<file path="src/wwd_pkg.sv">
// package: constants and carrier types of the windowed watchdog
package wwd_pkg;

  localparam int unsigned CNT_W         = 24;
  localparam int unsigned ADDR_W        = 12;

  // register byte offsets
  localparam logic [11:0] OFF_MODE      = 12'h000;
  localparam logic [11:0] OFF_RELOAD    = 12'h004;
  localparam logic [11:0] OFF_FEED      = 12'h008;
  localparam logic [11:0] OFF_VALUE     = 12'h00C;
  localparam logic [11:0] OFF_CLKSEL    = 12'h010;
  localparam logic [11:0] OFF_WARN      = 12'h014;
  localparam logic [11:0] OFF_WINDOW    = 12'h018;

  // mode and clock-select register field positions
  localparam int unsigned MODE_EN_BIT   = 0;
  localparam int unsigned MODE_RST_BIT  = 1;
  localparam int unsigned MODE_TOF_BIT  = 2;
  localparam int unsigned MODE_WARN_BIT = 3;
  localparam int unsigned MODE_PROT_BIT = 4;
  localparam int unsigned CLKSEL_BIT    = 0;

  // reset values and limits
  localparam logic [23:0] RELOAD_MIN    = 24'h0000FF;
  localparam logic [23:0] RELOAD_RST    = 24'h0000FF;
  localparam logic [23:0] VALUE_RST     = 24'h0000FF;
  localparam logic [23:0] WINDOW_RST    = 24'hFFFFFF;
  localparam logic [23:0] WARN_RST      = 24'h000000;
  localparam logic [7:0]  FEED_FIRST    = 8'hAA;
  localparam logic [7:0]  FEED_SECOND   = 8'h55;

  // fixed divide-by-4 prescaler on the count clock
  localparam logic [1:0]  PRESCALE_LAST = 2'h3;
  // count-domain write latency in count-clock cycles
  localparam int unsigned SYNC_STAGES   = 3;

  // count clock: two selectable sources derived from sys_clk
  localparam int unsigned SYS_CLK_NS    = 4;
  localparam int unsigned CNT_A_NS      = 16;
  localparam int unsigned CNT_B_NS      = 40;
  localparam int unsigned DIV_W         = 4;
  localparam logic [3:0]  DIV_A_LAST    = 4'((CNT_A_NS + SYS_CLK_NS - 1) / SYS_CLK_NS - 1);
  localparam logic [3:0]  DIV_B_LAST    = 4'((CNT_B_NS + SYS_CLK_NS - 1) / SYS_CLK_NS - 1);

  typedef struct packed {
    logic        psel;
    logic        penable;
    logic        pwrite;
    logic [11:0] paddr;
    logic [31:0] pwdata;
  } wwd_apb_req_t;

  typedef struct packed {
    logic        pready;
    logic        pslverr;
    logic [31:0] prdata;
  } wwd_apb_rsp_t;

  typedef enum logic {
    FEED_IDLE,
    FEED_ARMED
  } wwd_feed_t;

endpackage : wwd_pkg

</file>
<file path="src/wwd_tick_gen.sv">
// count-clock enable and divide-by-4 prescaled tick
`timescale 1ns/1ns
module wwd_tick_gen (
  input  wire logic sys_clk,
  input  wire logic rst_b,
  input  wire logic clkSrc,
  output logic      countTick,
  output logic      preTick
);

  typedef struct packed {
    logic [3:0] div;
    logic [1:0] pre;
    logic       countTick;
    logic       preTick;
  } wwd_tick_state_t;

  wwd_tick_state_t s_q;
  wwd_tick_state_t s_d;
  logic [3:0]      divLast;

  ////////////////////////////////////////////////////////////////////////////////
  always_comb
  begin
    divLast       = clkSrc ? wwd_pkg::DIV_B_LAST : wwd_pkg::DIV_A_LAST;
    s_d           = s_q;
    s_d.countTick = 1'b0;
    s_d.preTick   = 1'b0;
    if (s_q.div >= divLast)
    begin
      s_d.div       = 4'h0;
      s_d.countTick = 1'b1;
      s_d.pre       = s_q.pre + 2'h1;
      s_d.preTick   = (s_q.pre == wwd_pkg::PRESCALE_LAST);
    end
    else
    begin
      s_d.div = s_q.div + 4'h1;
    end
  end

  always_ff @(posedge sys_clk or negedge rst_b)
  begin
    if (!rst_b)
      s_q <= '0;
    else
      s_q <= s_d;
  end

  assign countTick = s_q.countTick;
  assign preTick   = s_q.preTick;

endmodule : wwd_tick_gen

</file>
<file path="src/wwd_watchdog.sv">
// windowed watchdog: apb registers, feed sequencer, counter and readback
//
// The APB register port and the register addresses are this design's own decisions.
`timescale 1ns/1ns
//
// Behaviour
// - 24-bit counter decrements per divide-by-4 tick
// - reload below 0xFF replaced by 0xFF
// - timeout 1020 to 2^26-4 count clocks, step four
// - 0xAA then 0x55 reloads and starts counter
// - reaching zero without feed raises event
// - feed above window value raises event
// - event resets chip only if reset enabled
// - bad feed sequence raises event when enabled
// - warning flag when counter equals warning value
// - timeout flag stays until software clears it
// - enable cannot be cleared by software
// - clock source locked once enabled
// - protected reload changes only after warning time
// - mode and reload reach count side after three
// - counter captured then synchronised for readback
// - registers over apb, counting on count clock
// - enable bit0, reset bit1, both set-only
// - timeout flag bit2, warning flag bit3
// - protect bit4 set-only, below warning and window
// - window resets all ones, warning resets zero
module wwd_watchdog (
  input  wire logic                  sys_clk,
  input  wire logic                  rst_b,
  input  wire wwd_pkg::wwd_apb_req_t apbReq,
  output wwd_pkg::wwd_apb_rsp_t      apbRsp,
  output logic                       chipReset,
  output logic                       warnIrq
);

  typedef struct packed {
    logic                  en;
    logic                  rstEn;
    logic                  protect;
    logic                  timeoutFlag;
    logic                  warnFlag;
    logic                  clkSrc;
    logic                  running;
    logic [23:0]           reload;
    logic [23:0]           warn;
    logic [23:0]           window;
    logic [23:0]           count;
    logic [2:0][23:0]      reloadPipe;
    logic [2:0][1:0]       modePipe;
    wwd_pkg::wwd_feed_t    feed;
    logic [23:0]           capture;
    logic [23:0]           sync1;
    logic [23:0]           sync2;
    wwd_pkg::wwd_apb_rsp_t rsp;
    logic                  chipReset;
    logic                  warnIrq;
  } wwd_state_t;

  wwd_state_t  s_q;
  wwd_state_t  s_d;
  logic        countTick;
  logic        preTick;
  logic        acc;
  logic        wr;
  logic        feedOk;
  logic        wdEvent;
  logic [23:0] wdata;
  logic [23:0] nextCount;

  ////////////////////////////////////////////////////////////////////////////////
  function automatic logic isMapped(input logic [11:0] a);
    isMapped = (a == wwd_pkg::OFF_MODE) || (a == wwd_pkg::OFF_RELOAD) || (a == wwd_pkg::OFF_FEED) ||
               (a == wwd_pkg::OFF_VALUE) || (a == wwd_pkg::OFF_CLKSEL) || (a == wwd_pkg::OFF_WARN) ||
               (a == wwd_pkg::OFF_WINDOW);
  endfunction : isMapped

  function automatic logic isFeedWrite(input wwd_pkg::wwd_apb_req_t r, input logic [7:0] v);
    isFeedWrite = r.pwrite && (r.paddr == wwd_pkg::OFF_FEED) && (r.pwdata[7:0] == v);
  endfunction : isFeedWrite

  wwd_tick_gen u_tick (
    .sys_clk   (sys_clk),
    .rst_b     (rst_b),
    .clkSrc    (s_q.clkSrc),
    .countTick (countTick),
    .preTick   (preTick)
  );

  ////////////////////////////////////////////////////////////////////////////////
  always_comb
  begin
    s_d         = s_q;
    s_d.chipReset = 1'b0;
    acc         = apbReq.psel && apbReq.penable && s_q.rsp.pready;
    wr          = acc && apbReq.pwrite;
    wdata       = apbReq.pwdata[23:0];
    feedOk      = 1'b0;
    wdEvent     = 1'b0;
    nextCount   = s_q.count - 24'h000001;

    // answer one cycle into the access phase; data prepared alongside pready
    s_d.rsp.pready  = apbReq.psel && apbReq.penable && !s_q.rsp.pready;
    s_d.rsp.pslverr = 1'b0;
    s_d.rsp.prdata  = 32'h00000000;
    if (s_d.rsp.pready)
    begin
      s_d.rsp.pslverr = !isMapped(apbReq.paddr);
      case (apbReq.paddr)
        wwd_pkg::OFF_MODE:   s_d.rsp.prdata = {27'h0000000, s_q.protect, s_q.warnFlag, s_q.timeoutFlag,
                                               s_q.rstEn, s_q.en};
        wwd_pkg::OFF_RELOAD: s_d.rsp.prdata = {8'h00, s_q.reload};
        wwd_pkg::OFF_VALUE:  s_d.rsp.prdata = {8'h00, s_q.sync2};
        wwd_pkg::OFF_CLKSEL: s_d.rsp.prdata = {31'h00000000, s_q.clkSrc};
        wwd_pkg::OFF_WARN:   s_d.rsp.prdata = {8'h00, s_q.warn};
        wwd_pkg::OFF_WINDOW: s_d.rsp.prdata = {8'h00, s_q.window};
        default:             s_d.rsp.prdata = 32'h00000000;
      endcase
    end

    //////////////////////////////////////////////////////////////////////////////
    // feed sequencer: once armed, the very next access must be the second byte
    case (s_q.feed)
      wwd_pkg::FEED_IDLE:
      begin
        if (acc && isFeedWrite(apbReq, wwd_pkg::FEED_FIRST))
          s_d.feed = wwd_pkg::FEED_ARMED;
      end
      wwd_pkg::FEED_ARMED:
      begin
        if (acc)
        begin
          s_d.feed = wwd_pkg::FEED_IDLE;
          if (isFeedWrite(apbReq, wwd_pkg::FEED_SECOND))
            feedOk = 1'b1;
          else if (s_q.en)
            wdEvent = 1'b1;
        end
      end
      default: s_d.feed = wwd_pkg::FEED_IDLE;
    endcase

    //////////////////////////////////////////////////////////////////////////////
    // register writes
    if (wr)
    begin
      case (apbReq.paddr)
        wwd_pkg::OFF_MODE:
        begin
          // set-only bits, flags write-one-to-clear
          s_d.en      = s_q.en | apbReq.pwdata[wwd_pkg::MODE_EN_BIT];
          s_d.rstEn   = s_q.rstEn | apbReq.pwdata[wwd_pkg::MODE_RST_BIT];
          s_d.protect = s_q.protect | apbReq.pwdata[wwd_pkg::MODE_PROT_BIT];
          if (apbReq.pwdata[wwd_pkg::MODE_TOF_BIT])
            s_d.timeoutFlag = 1'b0;
          if (apbReq.pwdata[wwd_pkg::MODE_WARN_BIT])
            s_d.warnFlag = 1'b0;
        end
        wwd_pkg::OFF_RELOAD:
        begin
          if (!s_q.protect || ((s_q.count < s_q.warn) && (s_q.count < s_q.window)))
            s_d.reload = (wdata < wwd_pkg::RELOAD_MIN) ? wwd_pkg::RELOAD_MIN : wdata;
          else
            wdEvent = 1'b1;
        end
        wwd_pkg::OFF_CLKSEL:
        begin
          if (!s_q.en)
            s_d.clkSrc = apbReq.pwdata[wwd_pkg::CLKSEL_BIT];
        end
        wwd_pkg::OFF_WARN:   s_d.warn = wdata;
        wwd_pkg::OFF_WINDOW: s_d.window = wdata;
        default:             s_d.warn = s_q.warn;
      endcase
    end

    //////////////////////////////////////////////////////////////////////////////
    // count domain: settings ripple through three count-clock stages
    if (countTick)
    begin
      s_d.reloadPipe = {s_q.reloadPipe[1:0], s_q.reload};
      s_d.modePipe   = {s_q.modePipe[1:0], {s_q.rstEn, s_q.en}};
      s_d.capture    = s_q.count;
    end

    if (feedOk)
    begin
      // feed overrides a tick in the same cycle
      if (s_q.running && (s_q.count > s_q.window))
        wdEvent = 1'b1;
      s_d.count   = s_q.reloadPipe[wwd_pkg::SYNC_STAGES - 1];
      s_d.running = s_q.en;
    end
    else if (preTick && s_q.running && s_q.modePipe[wwd_pkg::SYNC_STAGES - 1][0])
    begin
      if (s_q.count <= 24'h000001)
      begin
        wdEvent   = 1'b1;
        s_d.count = s_q.reloadPipe[wwd_pkg::SYNC_STAGES - 1];
      end
      else
      begin
        s_d.count = nextCount;
        if (nextCount == s_q.warn)
          s_d.warnFlag = 1'b1;
      end
    end

    // readback synchroniser; first stage feeds only the second
    s_d.sync1 = s_q.capture;
    s_d.sync2 = s_q.sync1;

    //////////////////////////////////////////////////////////////////////////////
    // watchdog event: flag set wins over a clear in the same cycle
    if (wdEvent)
    begin
      s_d.timeoutFlag = 1'b1;
      if (s_q.modePipe[wwd_pkg::SYNC_STAGES - 1][1])
      begin
        // watchdog reset: the only path that disables the block besides rst_b
        s_d.chipReset = 1'b1;
        s_d.en        = 1'b0;
        s_d.rstEn     = 1'b0;
        s_d.protect   = 1'b0;
        s_d.running   = 1'b0;
        s_d.warnFlag  = 1'b0;
      end
    end
    s_d.warnIrq = s_d.warnFlag;
  end

  ////////////////////////////////////////////////////////////////////////////////
  always_ff @(posedge sys_clk or negedge rst_b)
  begin
    if (!rst_b)
    begin
      s_q            <= '0;
      s_q.reload     <= wwd_pkg::RELOAD_RST;
      s_q.count      <= wwd_pkg::VALUE_RST;
      s_q.capture    <= wwd_pkg::VALUE_RST;
      s_q.sync1      <= wwd_pkg::VALUE_RST;
      s_q.sync2      <= wwd_pkg::VALUE_RST;
      s_q.reloadPipe <= {3{wwd_pkg::RELOAD_RST}};
      s_q.window     <= wwd_pkg::WINDOW_RST;
      s_q.warn       <= wwd_pkg::WARN_RST;
      s_q.feed       <= wwd_pkg::FEED_IDLE;
    end
    else
    begin
      s_q <= s_d;
    end
  end

  assign apbRsp    = s_q.rsp;
  assign chipReset = s_q.chipReset;
  assign warnIrq   = s_q.warnIrq;

endmodule : wwd_watchdog

</file>
<file path="config.mk">
export PLATFORM = sky130hd
export DESIGN_NAME = wwd_watchdog
export DESIGN_NICKNAME = d
export VERILOG_FILES = /design/src/wwd_pkg.sv /design/src/wwd_tick_gen.sv /design/src/wwd_watchdog.sv
export SDC_FILE = /design/constraint.sdc
export NUM_CORES = 1
export LEC_CHECK = 0
export BUFFER_PORTS_ARGS = -buffer_cell sky130_fd_sc_hd__buf_2
export CAP_MARGIN = 20
export CELL_PAD_IN_SITES_DETAIL_PLACEMENT = 1
export CELL_PAD_IN_SITES_GLOBAL_PLACEMENT = 1
export CORE_MARGIN = 2
export CORE_UTILIZATION = 40
export CTS_CLUSTER_SIZE = 24
export DETAILED_ROUTE_END_ITERATION = 10
export GPL_TIMING_DRIVEN = 0
export HOLD_SLACK_MARGIN = 0.15
export PLACE_DENSITY_LB_ADDON = 0.3
export SYNTH_ARGS = -nofsm -noshare
export SYNTH_HDL_FRONTEND = slang
export SYNTH_SLANG_ARGS = --single-unit
</file>
<file path="constraint.sdc">
create_clock -name sys_clk -period 6.55 [get_ports sys_clk]
set_clock_uncertainty 0.1 [all_clocks]
set_input_delay 0 -clock sys_clk [delete_from_list [all_inputs] [get_ports sys_clk]]
set_output_delay 0 -clock sys_clk [all_outputs]
set_load 0.03 [all_outputs]
</file>
Word level (Yosys, flattened, before mapping) --
Cells that the tools add are included.
Word-level totals: register bits 297, input port bits 49, output and inout bits 36, word-level logic and storage cells 129
Cells by class: $add $sub $neg 3, $lt $le $gt $ge 6, equal/unequal tests 10, mux-type cells 44, bitwise operators 5, reductions and logical operators 32
Operators by type and width (number):
- 24-bit case mux with 6 select lines | 1
- 24-bit two-way mux | 4
- 24-bit less-than comparator | 2
- 12-bit by 5-bit == test with 1-bit output, second input constant | 3
- 33-bit two-way mux | 1
- 1-bit two-way mux | 30
- 12-bit by 4-bit == test with 1-bit output, second input constant | 2
- 24-bit == test | 1
- 24-bit greater-than comparator | 1
- 24-bit by 1-bit less-or-equal comparator with 1-bit output, second input constant | 1
- 24-bit by 8-bit less-than comparator with 1-bit output, second input constant | 1
- 24-bit by 1-bit subtractor with 24-bit output, second input constant | 1
- 12-bit by 3-bit == test with 1-bit output, second input constant | 1
- 1-bit logical AND | 12
- 12-bit zero test | 1
- 5-bit two-way mux | 2
- 3-bit AND reduction | 3
- 8-bit by 7-bit == test with 1-bit output, second input constant | 1
- 8-bit == test, second input constant | 1
- 4-bit two-way mux | 2
- 2-bit nonzero test | 4
- 1-bit logical OR | 7
- 6-bit two-way mux | 1
- 4-bit by 1-bit adder with 4-bit output, second input constant | 1
- other kinds (10) | 16

Depth between registers and ports, before layout --
depth in word-level cells 14, depth in mapped cells 12, gate-level depth less buffers 10

Hierarchy --
From an unflattened synthesis, not the netlist that was laid out.
Unflattened totals: cell total of the unflattened synthesis 1194, area total of the unflattened synthesis 13506.7 µm²
Modules (own cells, without submodules):
- wwd_watchdog | instances 1, cells each 1168, area an instance 13158.9 µm², sequential area each 7141.8 µm²
- wwd_tick_gen | instances 1, cells each 26, area an instance 347.8 µm², sequential area each 200.2 µm²

Worst setup path before layout --
Ideal clock, no wire load.
path type register to register, from register s_q[187] (netlist bit), to register s_q, in the netlist warnIrq, setup time 78 ps, arrival time 3165 ps, data required time 6372 ps, path slack 3207 ps, cell stages (with the launch flop) 13, path buffers 2, cell sequence dfstp_2 inv_1 ha_1 or4b_4 or2_0 buf_2 or3_1 buf_2 or2_4 a2111oi_4 nand3_1 or4_1 a21oi_1
RTL lines:
- start, declared | line wwd_watchdog.sv:59 | wwd_state_t s_q;

Worst setup path after layout --
from register s_q[201] (netlist bit), to register s_q[274] (netlist bit)
Between the ends: longest elaborated chain between the ends 4, elaborated cells on any way between the ends 5, those cells by class 2 x order compare; 3 x reduce/logical
Ends and longest elaborated chain:
- 24-bit less-than comparator | line wwd_watchdog.sv:160 | if (!s_q.protect || ((s_q.count < s_q.warn) && (s_q.count < s_q.window)))
- 1-bit logical AND (*) | line wwd_watchdog.sv:160
- 1-bit logical OR (*) | line wwd_watchdog.sv:160
- 3-bit AND reduction (no source line) (*)
Mark *: on every way between the ends. The rest lies on a longest branch, timed or not. A chain may end at the register's enable or synchronous reset.

==> results.md <==
- In this run, CTS created clock tree buffers numbering 34.
- The sequential cell area fraction in the yosys report is approximately 55%.
- The final-report hold violation count was 0.
- After detailed routing, the number of vias per cell comes to roughly 5.5.
- The utilization after layout is a little under half.
- Along the worst hold path, the cell count comes to 4.
- The most critical setup path has its startpoint at s_q[201].
- The path with the worst hold slack has its endpoint at s_q[233].
- In this run the clock root is driven by a clkbuf_16.
- The number of inserted diodes is 0.
- For this block, the routed nets add up to roughly 40000 µm of wire.
- The number of port buffers is 65.
- In this run the register-to-register setup slack is between 2 and 2.5 ns.
- The endpoint class of the critical path is a flip-flop.
- Among all flip-flop cells after synthesis, the most frequent one is dfrtp_1.
- By area the synthesized netlist is led by dfrtp_1, dfstp_2, mux2_2, ha_1, a21oi_1.
- The number of global-route vias before repair is 10380.
- The total vias in the final route is about 10000.
- 85 I/O pins were placed.
- Yosys mapped the design onto 61 distinct sky130hd cell types.
- The initial standard-cell utilization of the core is about two fifths.
- For this design the static power due to leakage is between 7 and 8 nW.
- The count of nets left with antenna violations once routing finished came out at 0.
- The maximum clock insertion buffer count is 3.
- IR analysis of the VDD net gives a maximum drop of 0.1687 mV.
- The overall track demand over capacity in global routing is roughly 23%.
- The gate count of the mapped netlist is 1144.
- The area of the core is between 30000 and 40000 µm².
- After clock tree synthesis, the clock-pin slew on the worst setup and hold paths is roughly 0.06 ns.
- After synthesis, the mean cell area works out to between 10 and 15 µm².
- STA classifies the critical path startpoint as a flip-flop.
- The first global-routing pass estimated approximately 62000 µm of wire.
- The final setup violation count is 0.
- The largest driver fanout on the critical path is 10.
- The last weighted congestion value of the routability-driven placer is roughly 0.87.
- The arrival time at the worst endpoint is 4.73 ns.
- After detailed routing, the average wire length per cell comes to approximately 23 µm.
- The worst-case headroom to the max-slew limit is about 30%.
- The critical register-to-register path startpoint is s_q[201].
- The flow ran to the end, and the final reports show no timing, DRC or antenna violations.
- The overflow left after global routing is 0.
- By startpoint and endpoint, the worst setup path is classified as reg -> reg.
- The net count of the finished layout is 1400.
- The clock net in this run drives a total of between 200 and 300 sinks.
- The TritonCTS clock tree is yes.
- The die covers 35040 µm².
- After routing, the total negative slack on setup checks comes to 0 ns.
- Setup repair after global routing left no endpoint under its margin.
- In the routed design, unresolved DRC markers number 0.
- The biggest area consumer among synthesized cells is dfrtp_1.
- The achievable clock frequency is roughly 0.22 GHz.
- The layout-stage area growth over the synthesis result is 18.90%.
- The H-tree was split into 2 levels.
- From bottom edge to top edge, the die measures between 150 and 200 µm.
- The critical register-to-register path endpoint is s_q[274].
- The total number of yosys warnings is 0.
- The latest clock arrival within the worst-skew pair is 0.52 ns.
- Counting cells, the worst reg-to-reg path comes to 11.
- For the pin with the worst max-slew slack, the measured transition is between 1 and 1.5 ns.
- Counting flops with an async set or reset pin after synthesis yields a share of 100.0%.
- The max-slew violation count is 0.
- The path class of the tightest hold or removal check is in -> reg.
- In this run the power density over the cells is around 260 nW/µm².
- The post-synth design cell area is ~13000 µm².
- The number of inserted filler cells in the final layout is roughly 3600.
- The ratio of cells with drive above 1 in the final layout is between 30% and 40%.
- The placement row count is 67.
- The violation count after the first detailed-route iteration is 688.
- The initial antenna violation count is 0.
- The half-perimeter wire length after detailed placement is between 20000 and 30000 µm.
- The worst hold path begins at apbReq[22].
- In this run, synthesis produced a sequential element count of 289.
- Max-cap violations in this run came to 0.
- The largest net degree at the start of global routing is 117.
- The data required time at the worst endpoint is around 6.8 ns.
- Summed over its instances, the top area cell type makes up around 37% of the synthesized netlist area.
- The clock period minus worst slack is around 4.4 ns.
- Dividing the final minimum period by the clock period gives a little under 70%.
- The number of iterations in the first detailed-routing pass is 6.
- The number of enable flip-flop cells after synthesis is 0.
- Measured along the x axis, the die boundary spans 187.2 µm.
## worst max-delay path, stage by stage, from the launching register on
cell and delay (ns):
dfrtp_1 0.51, ha_1 0.40, nand4_1 0.19, nor2_1 0.06
a211oi_1 0.57, a31oi_1 0.20, nor2_1 0.16, nand3_1 0.19
a21oi_1 0.57, buf_6 0.24, clkbuf_1 0.71, mux2_2 0.41
## metal layers
metal / routed length (µm) / vias to the layer above / GRT usage (%)
met5: 0 / - / 0
met4: 1518 / 0 / 9.066
met3: 1415 / 69 / 2.702
met2: 18870 / 198 / 37.52
met1: 18250 / 5095 / 32.18
li1: - / 4366 / -
## power breakdown
| part | leakage [nW] | internal [mW] | switching [mW] |
|---|---|---|---|
| registers | 3.68 | 1.81 | 0.0191 |
| logic | 3.18 | 0.157 | 0.266 |
| clock network | 0.542 | 1.12 | 0.761 |
## flip-flops by register name (all words and copies together), names as in the netlist
signal	flops
apbRsp	26
chipReset	1
s_d	48
s_q	205
u_tick.countTick	1
u_tick.preTick	1
u_tick.s_q	6
warnIrq	1
## cells in the mapped netlist, types with 10 or more instances
master	count
nand3_1	22
xnor2_1	35
nand2_1	69
or3_1	10
nand4_1	15
o21ai_0	49
a31oi_1	11
dfrtp_1	201
mux2_2	144
dfstp_2	88
o22a_1	10
a21oi_1	79
nor4_1	16
nor3_1	14
buf_4	34
xor2_1	12
clkbuf_1	56
ha_1	54
inv_1	57
nor2_1	41
a222oi_1	23
## through the flow
stage          hold slack (ns)  instance area [µm²]  cells  setup WS, ns  total power, mW
2_1_floorplan          -0.3956                13450   1151         3.207            2.094
3_3_place_gp            0.1615                14340   1664       0.06967            2.257
3_5_place_dp          -0.08663                14430   1669         2.087            2.275
4_1_cts                 0.1635                15960   1770         2.057            4.189
5_1_grt                 0.2242                15960   1770         1.927            4.289
6_report                0.1897                15960   1770         2.105            4.137
## cells by family (layout without fill, tap and decap cells)
group / Yosys count / count (layout) / synth area share, %
flops: 289 / 289 / 54.69
simple gates: 238 / 238 / 9.181
compound gates: 220 / 220 / 10.66
buf+inv: 151 / 322 / 5.257
mux: 144 / 144 / 12.08
fa+ha+maj: 54 / 54 / 5.033
xor+xnor: 47 / 47 / 3.066
other cells: 1 / 8 / 0.02793
## what timing repair did
action                    4_1_cts  5_1_grt
hold endpoints to repair      312        0
gates resized for setup         0        0
hold buffers                   40        0
setup buffers                   0        0
## worst max path at each step
stage | endpoint | slack (ns) | depth (start not counted)
3_5_place_dp | s_q[279] | 2.09 | 11
5_1_grt | s_q[272] | 1.93 | 11
4_1_cts | s_q[274] | 2.06 | 11
3_3_place_gp | apbRsp[20] | 0.07 | 1
2_1_floorplan | warnIrq | 3.21 | 12
6_report | s_q[274] | 2.11 | 11
## area by class of cell
cell class,instances,area [µm²],area share (%)
buffer,94,491.7,3.081
timing repair buffer,110,829.5,5.197
clock buffer,45,963.4,6.036
inverter,57,214.0,1.340
multi-input combinational,711,5409,33.89
tap,448,560.5,3.512
clock inverter,16,151.4,0.9485
sequential,289,7342,46.00
## placed cells by master, fill, tap and decap left out, types with 6 or more instances in the layout
master         instances
a222oi_1              23
buf_2                 69
mux2_2               144
a21oi_1               79
clkinv_2               7
nand4_1               15
nand2_1               69
conb_1                 8
a31oi_1               11
nor2_1                41
clkbuf_16             35
a2bb2oi_1              8
dlygate4sd3_1         39
nor3b_1                8
dfrtp_1              201
a22oi_1                8
nor3_1                14
clkbuf_1              61
dfstp_2               88
o22a_1                10
nor4bb_1               6
o21ai_0               49
or3_1                 10
xor2_1                12
xnor2_1               35
inv_1                 57
buf_4                 34
nor4_1                16
nand3_1               22
ha_1                  54
nand2b_1               6
Power figures use the tool's default switching activity.
